[config.mk]
export PLATFORM = sky130hd
export DESIGN_NAME = ssl_strap_led
export DESIGN_NICKNAME = d
export VERILOG_FILES = /design/src/design/ssl_pkg.sv /design/src/design/ssl_strap_led.sv
export VERILOG_INCLUDE_DIRS = /design/src /design/src/design
export SDC_FILE = /design/constraint.sdc
export NUM_CORES = 1
export LEC_CHECK = 0
export ABC_CLOCK_PERIOD_IN_PS = 7500
export CORE_ASPECT_RATIO = 1.25
export CORE_UTILIZATION = 65
export CTS_CLUSTER_DIAMETER = 200
export CTS_CLUSTER_SIZE = 25
export DETAILED_ROUTE_END_ITERATION = 6
export DONT_BUFFER_PORTS = 1
export PLACE_DENSITY_LB_ADDON = 0.12
export SETUP_SLACK_MARGIN = 0.15
export SKIP_CTS_REPAIR_TIMING = 1
export SLEW_MARGIN = 20
export SYNTH_ARGS = -nofsm -noshare
export SYNTH_HDL_FRONTEND = slang
export SYNTH_SLANG_ARGS = --single-unit
[constraint.sdc]
create_clock -name CORE_CLK -period 7.5 [get_ports CORE_CLK]
set_clock_uncertainty 0.15 [all_clocks]
set_input_delay 1.5 -clock CORE_CLK [delete_from_list [all_inputs] [get_ports CORE_CLK]]
set_output_delay 1.5 -clock CORE_CLK [all_outputs]
set_load 0.02 [all_outputs]
[src/design/ssl_consts.svh]
`ifndef SSL_CONSTS_SVH
`define SSL_CONSTS_SVH

// ----------------------------------------------------------------
// timing
// ----------------------------------------------------------------
`define SSL_CLK_PERIOD_NS   8
`define SSL_STRAP_WIN_MS    500
`define SSL_RED_VALID_MS    600
// cycles from the millisecond times at 8 ns per cycle
`define SSL_STRAP_WIN_CYC   \
  ((`SSL_STRAP_WIN_MS * 1000000) / `SSL_CLK_PERIOD_NS)
`define SSL_RED_VALID_CYC   \
  ((`SSL_RED_VALID_MS * 1000000) / `SSL_CLK_PERIOD_NS)
// activity flash half period in cycles
`define SSL_FLASH_HALF_CYC  16'h3000
// restore request codes
`define SSL_RST_NONE        2'h0
`define SSL_RST_SERIAL      2'h1
`define SSL_RST_FACTORY     2'h2

`endif

[src/design/ssl_pkg.sv]
package ssl_pkg;

  // start-up phases, one-hot
  typedef enum logic [2:0] {
    SSL_ST_STRAP = 3'h1,
    SSL_ST_GREEN = 3'h2,
    SSL_ST_RUN   = 3'h4
  } ssl_state_t;

  // indicator request from the core
  typedef struct packed {
    logic red;
    logic green;
    logic busy;
  } ssl_ind_t;

  // restore requests to the core
  typedef struct packed {
    logic serial;
    logic factory;
  } ssl_restore_t;

endpackage : ssl_pkg

[src/design/ssl_strap_led.sv]
// Notes on behaviour
// red indicator drives active low, valid from 600 ms after power-up
// function input has weak pull-up; low requests connect-on-signal
// function input low at start-up restores factory defaults
// green indicator drives active low, valid from 500 ms
// shared green pin sampled only in first 500 ms, ignored after
// after the input window the shared pin becomes the green output
// shared pin low in the window restores serial defaults
// shared pin active low as input, weak pull-up when undriven
// both inputs low at power-up restores every factory setting
// activity indicator drives active low showing status
// activity indicator flashes while data is transferred
// both requests together give factory restore, not serial only
`include "ssl_consts.svh"
`timescale 1ns/1ps
`default_nettype none

module ssl_strap_led
  import ssl_pkg::*;
#(
  parameter int unsigned STRAP_WIN_CYC = `SSL_STRAP_WIN_CYC,
  parameter int unsigned RED_VALID_CYC = `SSL_RED_VALID_CYC
) (
  input  wire logic     CORE_CLK,
  input  wire logic     RESET,
  input  wire logic     FUNC_IN_N,
  input  wire logic     GREEN_STRAP_IN,
  input  wire ssl_ind_t IND_REQ,
  output var  logic     GREEN_STRAP_OUT,
  output var  logic     GREEN_STRAP_OE,
  output var  logic     GREEN_STRAP_PULLUP,
  output var  logic     FUNC_PULLUP,
  output var  logic     RED_N,
  output var  logic     ACTIVITY_N,
  output var  logic     CONNECT_REQ,
  output var  logic     RESTORE_SERIAL,
  output var  logic     RESTORE_FACTORY,
  output var  logic     STRAP_DONE
);

  // ----------------------------------------------------------------
  // power-up timer
  // ----------------------------------------------------------------
  logic [31:0] up_cnt;
  ssl_state_t  state;
  ssl_state_t  next_state;
  logic        win_end;
  logic        red_ok;

  assign win_end = (up_cnt == 32'(STRAP_WIN_CYC - 1));
  assign red_ok  = (up_cnt >= 32'(RED_VALID_CYC - 1));

  // counts until red is valid, then stops so it never wraps
  always_ff @(posedge CORE_CLK) begin
    if (RESET) begin
      up_cnt <= 32'h0;
    end else if (!red_ok) begin
      up_cnt <= up_cnt + 32'h1;
    end
  end

  // phase sequencing
  always_comb begin
    next_state = state;
    unique case (state)
      SSL_ST_STRAP: begin
        if (win_end) next_state = SSL_ST_GREEN;
      end
      SSL_ST_GREEN: begin
        if (red_ok) next_state = SSL_ST_RUN;
      end
      SSL_ST_RUN: begin
        next_state = SSL_ST_RUN;
      end
      default: next_state = SSL_ST_STRAP;
    endcase
  end

  always_ff @(posedge CORE_CLK) begin
    if (RESET) begin
      state <= SSL_ST_STRAP;
    end else begin
      state <= next_state;
    end
  end

  // ----------------------------------------------------------------
  // strap sampling
  // ----------------------------------------------------------------
  // a strap seen low at any point in the window latches; a bouncing
  // switch therefore still counts, at the cost of glitch immunity
  logic func_seen;
  logic green_seen;
  logic func_any;
  logic green_any;
  logic in_win;

  assign in_win = (state == SSL_ST_STRAP);

  // the closing edge's own sample counts too, so no window cycle is lost
  assign func_any  = func_seen || !FUNC_IN_N;
  assign green_any = green_seen || !GREEN_STRAP_IN;

  // window-only sample
  always_ff @(posedge CORE_CLK) begin
    if (RESET) begin
      func_seen  <= 1'b0;
      green_seen <= 1'b0;
    end else if (in_win) begin
      // function strap low
      if (!FUNC_IN_N) func_seen <= 1'b1;
      // active-low input
      if (!GREEN_STRAP_IN) green_seen <= 1'b1;
    end
  end

  // one restore pulse at window end; factory takes precedence
  ssl_restore_t rst_req;
  always_comb begin
    rst_req = '0;
    // both low, full restore
    // factory replaces serial
    if (func_any) begin
      rst_req.factory = 1'b1;
    // serial-only restore
    end else if (green_any) begin
      rst_req.serial = 1'b1;
    end
  end

  always_ff @(posedge CORE_CLK) begin
    if (RESET) begin
      RESTORE_SERIAL  <= 1'b0;
      RESTORE_FACTORY <= 1'b0;
    end else begin
      RESTORE_SERIAL  <= win_end && in_win && rst_req.serial;
      RESTORE_FACTORY <= win_end && in_win && rst_req.factory;
    end
  end

  always_ff @(posedge CORE_CLK) begin
    if (RESET) begin
      STRAP_DONE <= 1'b0;
    end else if (win_end && in_win) begin
      STRAP_DONE <= 1'b1;
    end
  end

  // ----------------------------------------------------------------
  // pull-ups and function request
  // ----------------------------------------------------------------
  // pull-up and request
  always_ff @(posedge CORE_CLK) begin
    if (RESET) begin
      FUNC_PULLUP <= 1'b1;
      CONNECT_REQ <= 1'b0;
    end else begin
      FUNC_PULLUP <= 1'b1;
      CONNECT_REQ <= !in_win && !FUNC_IN_N;
    end
  end

  // ----------------------------------------------------------------
  // indicators
  // ----------------------------------------------------------------
  // pin turns to output
  // green active low
  always_ff @(posedge CORE_CLK) begin
    if (RESET) begin
      GREEN_STRAP_OE     <= 1'b0;
      GREEN_STRAP_OUT    <= 1'b1;
      GREEN_STRAP_PULLUP <= 1'b1;
    end else begin
      GREEN_STRAP_OE     <= !in_win || win_end;
      GREEN_STRAP_OUT    <= !(IND_REQ.green && !in_win);
      // pull-up while input
      GREEN_STRAP_PULLUP <= in_win && !win_end;
    end
  end

  // red valid late
  always_ff @(posedge CORE_CLK) begin
    if (RESET) begin
      RED_N <= 1'b1;
    end else begin
      RED_N <= !(IND_REQ.red && state == SSL_ST_RUN);
    end
  end

  // flash timer, free while busy
  logic [15:0] flash_cnt;
  logic        flash_ph;
  always_ff @(posedge CORE_CLK) begin
    if (RESET || !IND_REQ.busy) begin
      flash_cnt <= 16'h0;
      flash_ph  <= 1'b0;
    end else if (flash_cnt == `SSL_FLASH_HALF_CYC - 16'h1) begin
      flash_cnt <= 16'h0;
      flash_ph  <= !flash_ph;
    end else begin
      flash_cnt <= flash_cnt + 16'h1;
    end
  end

  // active-low activity
  // flash on transfer
  always_ff @(posedge CORE_CLK) begin
    if (RESET) begin
      ACTIVITY_N <= 1'b1;
    end else begin
      ACTIVITY_N <= !(IND_REQ.busy && !flash_ph);
    end
  end
endmodule : ssl_strap_led

`default_nettype wire

# Word-level counts from Yosys, hierarchy flattened
# Index checks and enable logic that the tools add are counted.
classes:
  n_addsub: 2
  magnitude_cmp: 1
  n_eq_ne: 7
  n_mux: 6
  n_bitwise: 2
  n_reduce_logical: 25
op_table:
  columns: ["operator", "n"]
  rows:
  - ["$add 32x1->32 const B", 1]
  - ["$eq 32x26->1 const B", 1]
  - ["$ge 32x27->1 const B", 1]
  - ["$add 16x1->16 const B", 1]
  - ["$eq 16x14->1 const B", 1]
  - ["$logic_not 1->1", 9]
  - ["$pmux 3 s3", 1]
  - ["$logic_and 1x1->1", 8]
  - ["$mux 3", 2]
  - ["$reduce_and 2->1", 3]
  - ["$logic_or 1x1->1", 4]
  - ["$ne 2x2->1 const B", 2]
  - ["$eq 3x1->1 const B", 1]
  - ["$eq 3x2->1 const B", 1]
  - ["$eq 3x3->1 const B", 1]
  - ["$mux 1", 3]
  - ["$not 1->1", 2]
  - ["$reduce_or 2->1", 1]
word_totals:
  ff_bits: 63

# Logic depth before layout (Yosys ltp)
logic_depth:
  word_depth: 5
  mapped_depth: 8

# Worst setup path after synthesis
# No wires, ideal clock.
synth_timing:
  path_type: "input-to-reg"
  startpoint: "input port RESET"
  endpoint: "register up_cnt[26]"
  setup_time_ns: 0.075
  t_arrival_ns: 2.502
  setup_slack_ns: 4.774
  path_stages: 3
  n_path_buf: 0
  path_cell_list: "or3b_2 > or4_1 > o21ai_0"
synth_lines:
  columns: ["element", "line_no", "rtl"]
  rows:
  - ["start, declared", "ssl_strap_led.sv:25", "input wire logic RESET,"]
  - ["end signal, assigned", "ssl_strap_led.sv:58", "up_cnt <= up_cnt + 32'h1;"]
  - ["end, declared", "ssl_strap_led.sv:44", "logic [31:0] up_cnt;"]

# Worst setup path in the final report
layout_timing:
  startpoint: "register up_cnt[28]"
  endpoint: "register up_cnt[9]"
layout_via:
  elab_chain_cells: 1
layout_lines:
  columns: ["element", "line_no", "rtl"]
  rows:
  - ["$ge 32x27->1", "ssl_strap_led.sv:51", "assign red_ok = (up_cnt >= 32'(RED_VALID_CYC - 1));"]
# No other way between the ends.
# A chain may end at the register's enable or synchronous reset.

==> run metrics <==
met3 Use GR 6.45%; Avg Inst Size Synth 8.62 sq um; Syn. warnings 0; initial drt markers 225; final hold vios 0; Worst-path clk slew 0.07 ns; worst reg2reg setup slack 4.34 ns; Nets 339; CTS tree built; sequential share of the synthesized area 43.8%; Synth cell types 43; vias per inst 6.21; H-tree levels 3; WS Path Type reg -> reg; 1st-pass router iterations 5; crit path max fanout 23; final RePlAce weighted congestion 0.806; remaining antenna violation count 0; Clock Sinks 63; PD cells 207 mW/mm^2; sequential power share 53.5%; Critical Path RT 7.59 ns; met1 Use GR 32.1%; WP buf/inv 0; P_sw 141 uW; Port Buffers 0; Logic pwr share 1.5%; Worst Slack Setup Final 4.34 ns; core area 0.00416 sq mm; Wirelength per Cell 15.7 um; grt total ovfl 0; Arrival @ worst endpoint 3.24 ns; Placed Area 0.00287 sq mm; Max Clk Rate 0.317 GHz; cts bufs inserted 9; layout cells sized above 1 10.1%; worst-margin pin slew 1.02 ns; fin crit share 42.1%; most frequent cells in the layout dfxtp_1 (63), nor2_1 (38), a21oi_1 (23); Initial Utilization 69.1%; die width 61.5 um; switching fraction of total power 22.3%; Total Power 635 uW; RSZ-0062 raised after global routing false; Synth Net Count 343; met2 Use GR 49.1%; CTS max path bufs 2; Mapped Cells 334; area grow syn2layout 6.43%; worst path cell trace or4_1 > a211oi_2 > nand2_1 > nor4b_1 > mux2_2; Slew Viols, Final 0; Via Count 2,429; dpl ws 4.35 ns; Slew Limit Headroom 31.8%; DIE AREA 0.00470 sq mm; gr busiest metal met2; HPWL reported at the end of detailed placement 3990 um; commonest non-fill, non-tap cell in the layout dfxtp_1; Post-Route WL 6120 um; # fillers 323; Hold/Removal Path Class reg -> reg; status completed; CP Launch Type flip-flop; Ant. Diodes 0; Yosys reg bits 63; Worst path slowest cell nand2_1; MaxCap Viol Count 0; Pleak 0.000989 uW; Top Ports 17; Hold WS 0.310 ns; Rows 26; Mapped Area 0.00288 sq mm; critical path's top delay family simple AND/OR/NAND/NOR gates; fin area 0.00306 sq mm; largest net degree at the start of global routing 51; final setup TNS 0 ns; global-route wire length before repair 10,100 um; root buffer cell clkbuf_8; P_int 494 uW; Die Span Y 76.4 um; clock power share 45.0%; Peak VDD IR 0.161 mV; CP endpoint kind flip-flop; DR DRC count 0; GRT Overall Usage 29.0%; vias in the first global route 2,276; max incr delay on CP 0.60 ns; Setup-failing EPs final 0; post-layout min period 3.16 ns; initial antenna violation count 0; Worst-Skew Late Latency 0.35 ns
registers in the layout, indices dropped and copies added (netlist names):
register and flops:
up_cnt 32, state 3, CONNECT_REQ 1, flash_ph 1
GREEN_STRAP_OE 1, RED_N 1, func_seen 1, RESTORE_FACTORY 1
flash_cnt 16, GREEN_STRAP_PULLUP 1, GREEN_STRAP_OUT 1, ACTIVITY_N 1
STRAP_DONE 1, RESTORE_SERIAL 1, green_seen 1
worst reg2reg max path: stages (launching register included):
cell,delay (ns)
dfxtp_1,0.30
or4_1,0.56
a211oi_2,0.55
nand2_1,0.60
nor4b_1,0.52
mux2_2,0.37
path summary, 6_finish.rpt:
check | end | start | cells past startpoint
worst min-delay path | up_cnt[30] | up_cnt[30] | 1
worst max register to register | up_cnt[9] | up_cnt[28] | 5
worst max-delay path | up_cnt[9] | up_cnt[28] | 5
worst min register to register | up_cnt[30] | up_cnt[30] | 1
cell type report:
cell class              instances  area, sq um  share of cell area, %
multi-input cells             244         1500                   48.9
clock buffers                  10          128                   4.17
clock inverters                 6         61.3                   2.00
flip-flops and latches         63         1260                   41.2
inverters                      12         45.0                   1.47
well taps                      56         70.1                   2.29
synth_stat cells:
library cell	n	share of area, %
o21a_1	1	0.26
o31ai_1	10	2.6
a2111oi_0	1	0.30
ha_1	2	0.87
buf_6	1	0.39
a31oi_1	1	0.22
nor4b_1	2	0.61
nor4_1	11	2.4
or2_2	5	1.1
xnor2_1	10	3.0
nand3_1	18	3.1
o21bai_1	1	0.26
inv_1	12	1.6
nand2_1	20	2.6
mux2_4	1	0.52
nor3_2	1	0.35
buf_4	2	0.52
or3b_2	3	0.91
clkbuf_1	10	1.3
a2111o_1	1	0.39
a21oi_1	23	4.0
dfxtp_1	63	44
nor2b_1	12	2.6
mux2_2	6	2.3
and2_1	1	0.22
nand4_1	12	2.6
conb_1	1	0.13
buf_2	2	0.35
or3_1	9	2.0
or4_1	13	3.4
nor3b_1	1	0.26
and3_1	1	0.22
nand3b_1	1	0.26
nor3_1	7	1.2
xor2_1	6	1.8
nand2b_1	3	0.65
nor2_1	38	5.0
and4_1	2	0.61
a211oi_2	1	0.43
o21ai_0	13	2.3
or4_4	1	0.39
nand4b_1	4	1.2
a311oi_4	1	0.91
layer usage:
metal	vias to the layer above	part of all wire [%]
met5	-	0
met4	0	2.8
met3	19	4.8
met2	86	51
met1	1129	41
li1	1195	-
power by group through the flow:
| stage | clock, uW | sequential (uW) | combinational, uW |
|---|---|---|---|
| floorplan | 0 | 347 | 11.2 |
| global route | 302 | 340 | 10.7 |
| global placement | 0 | 347 | 8.68 |
| detailed placement | 0 | 348 | 9.29 |
| CTS | 289 | 340 | 9.34 |
| finish | 286 | 340 | 9.37 |
per-stage QoR:
stage               util [%]  cells
floorplan                  -    334
global placement        69.0    375
detailed placement      69.0    375
CTS                     73.6    391
global route            73.6    391
finish                  73.6    391
logic make-up after synthesis:
logic type / synth area share [%]
and+or+nand+nor: 31.7
DFF: 43.8
AOI/OAI and AO/OA: 11.7
buffers and inverters: 4.13
xor gates and xnor gates: 4.87
muxes: 2.87
adders and majority gates: 0.869
other: 0.130
Note: power is estimated with default switching activity, not from simulation.
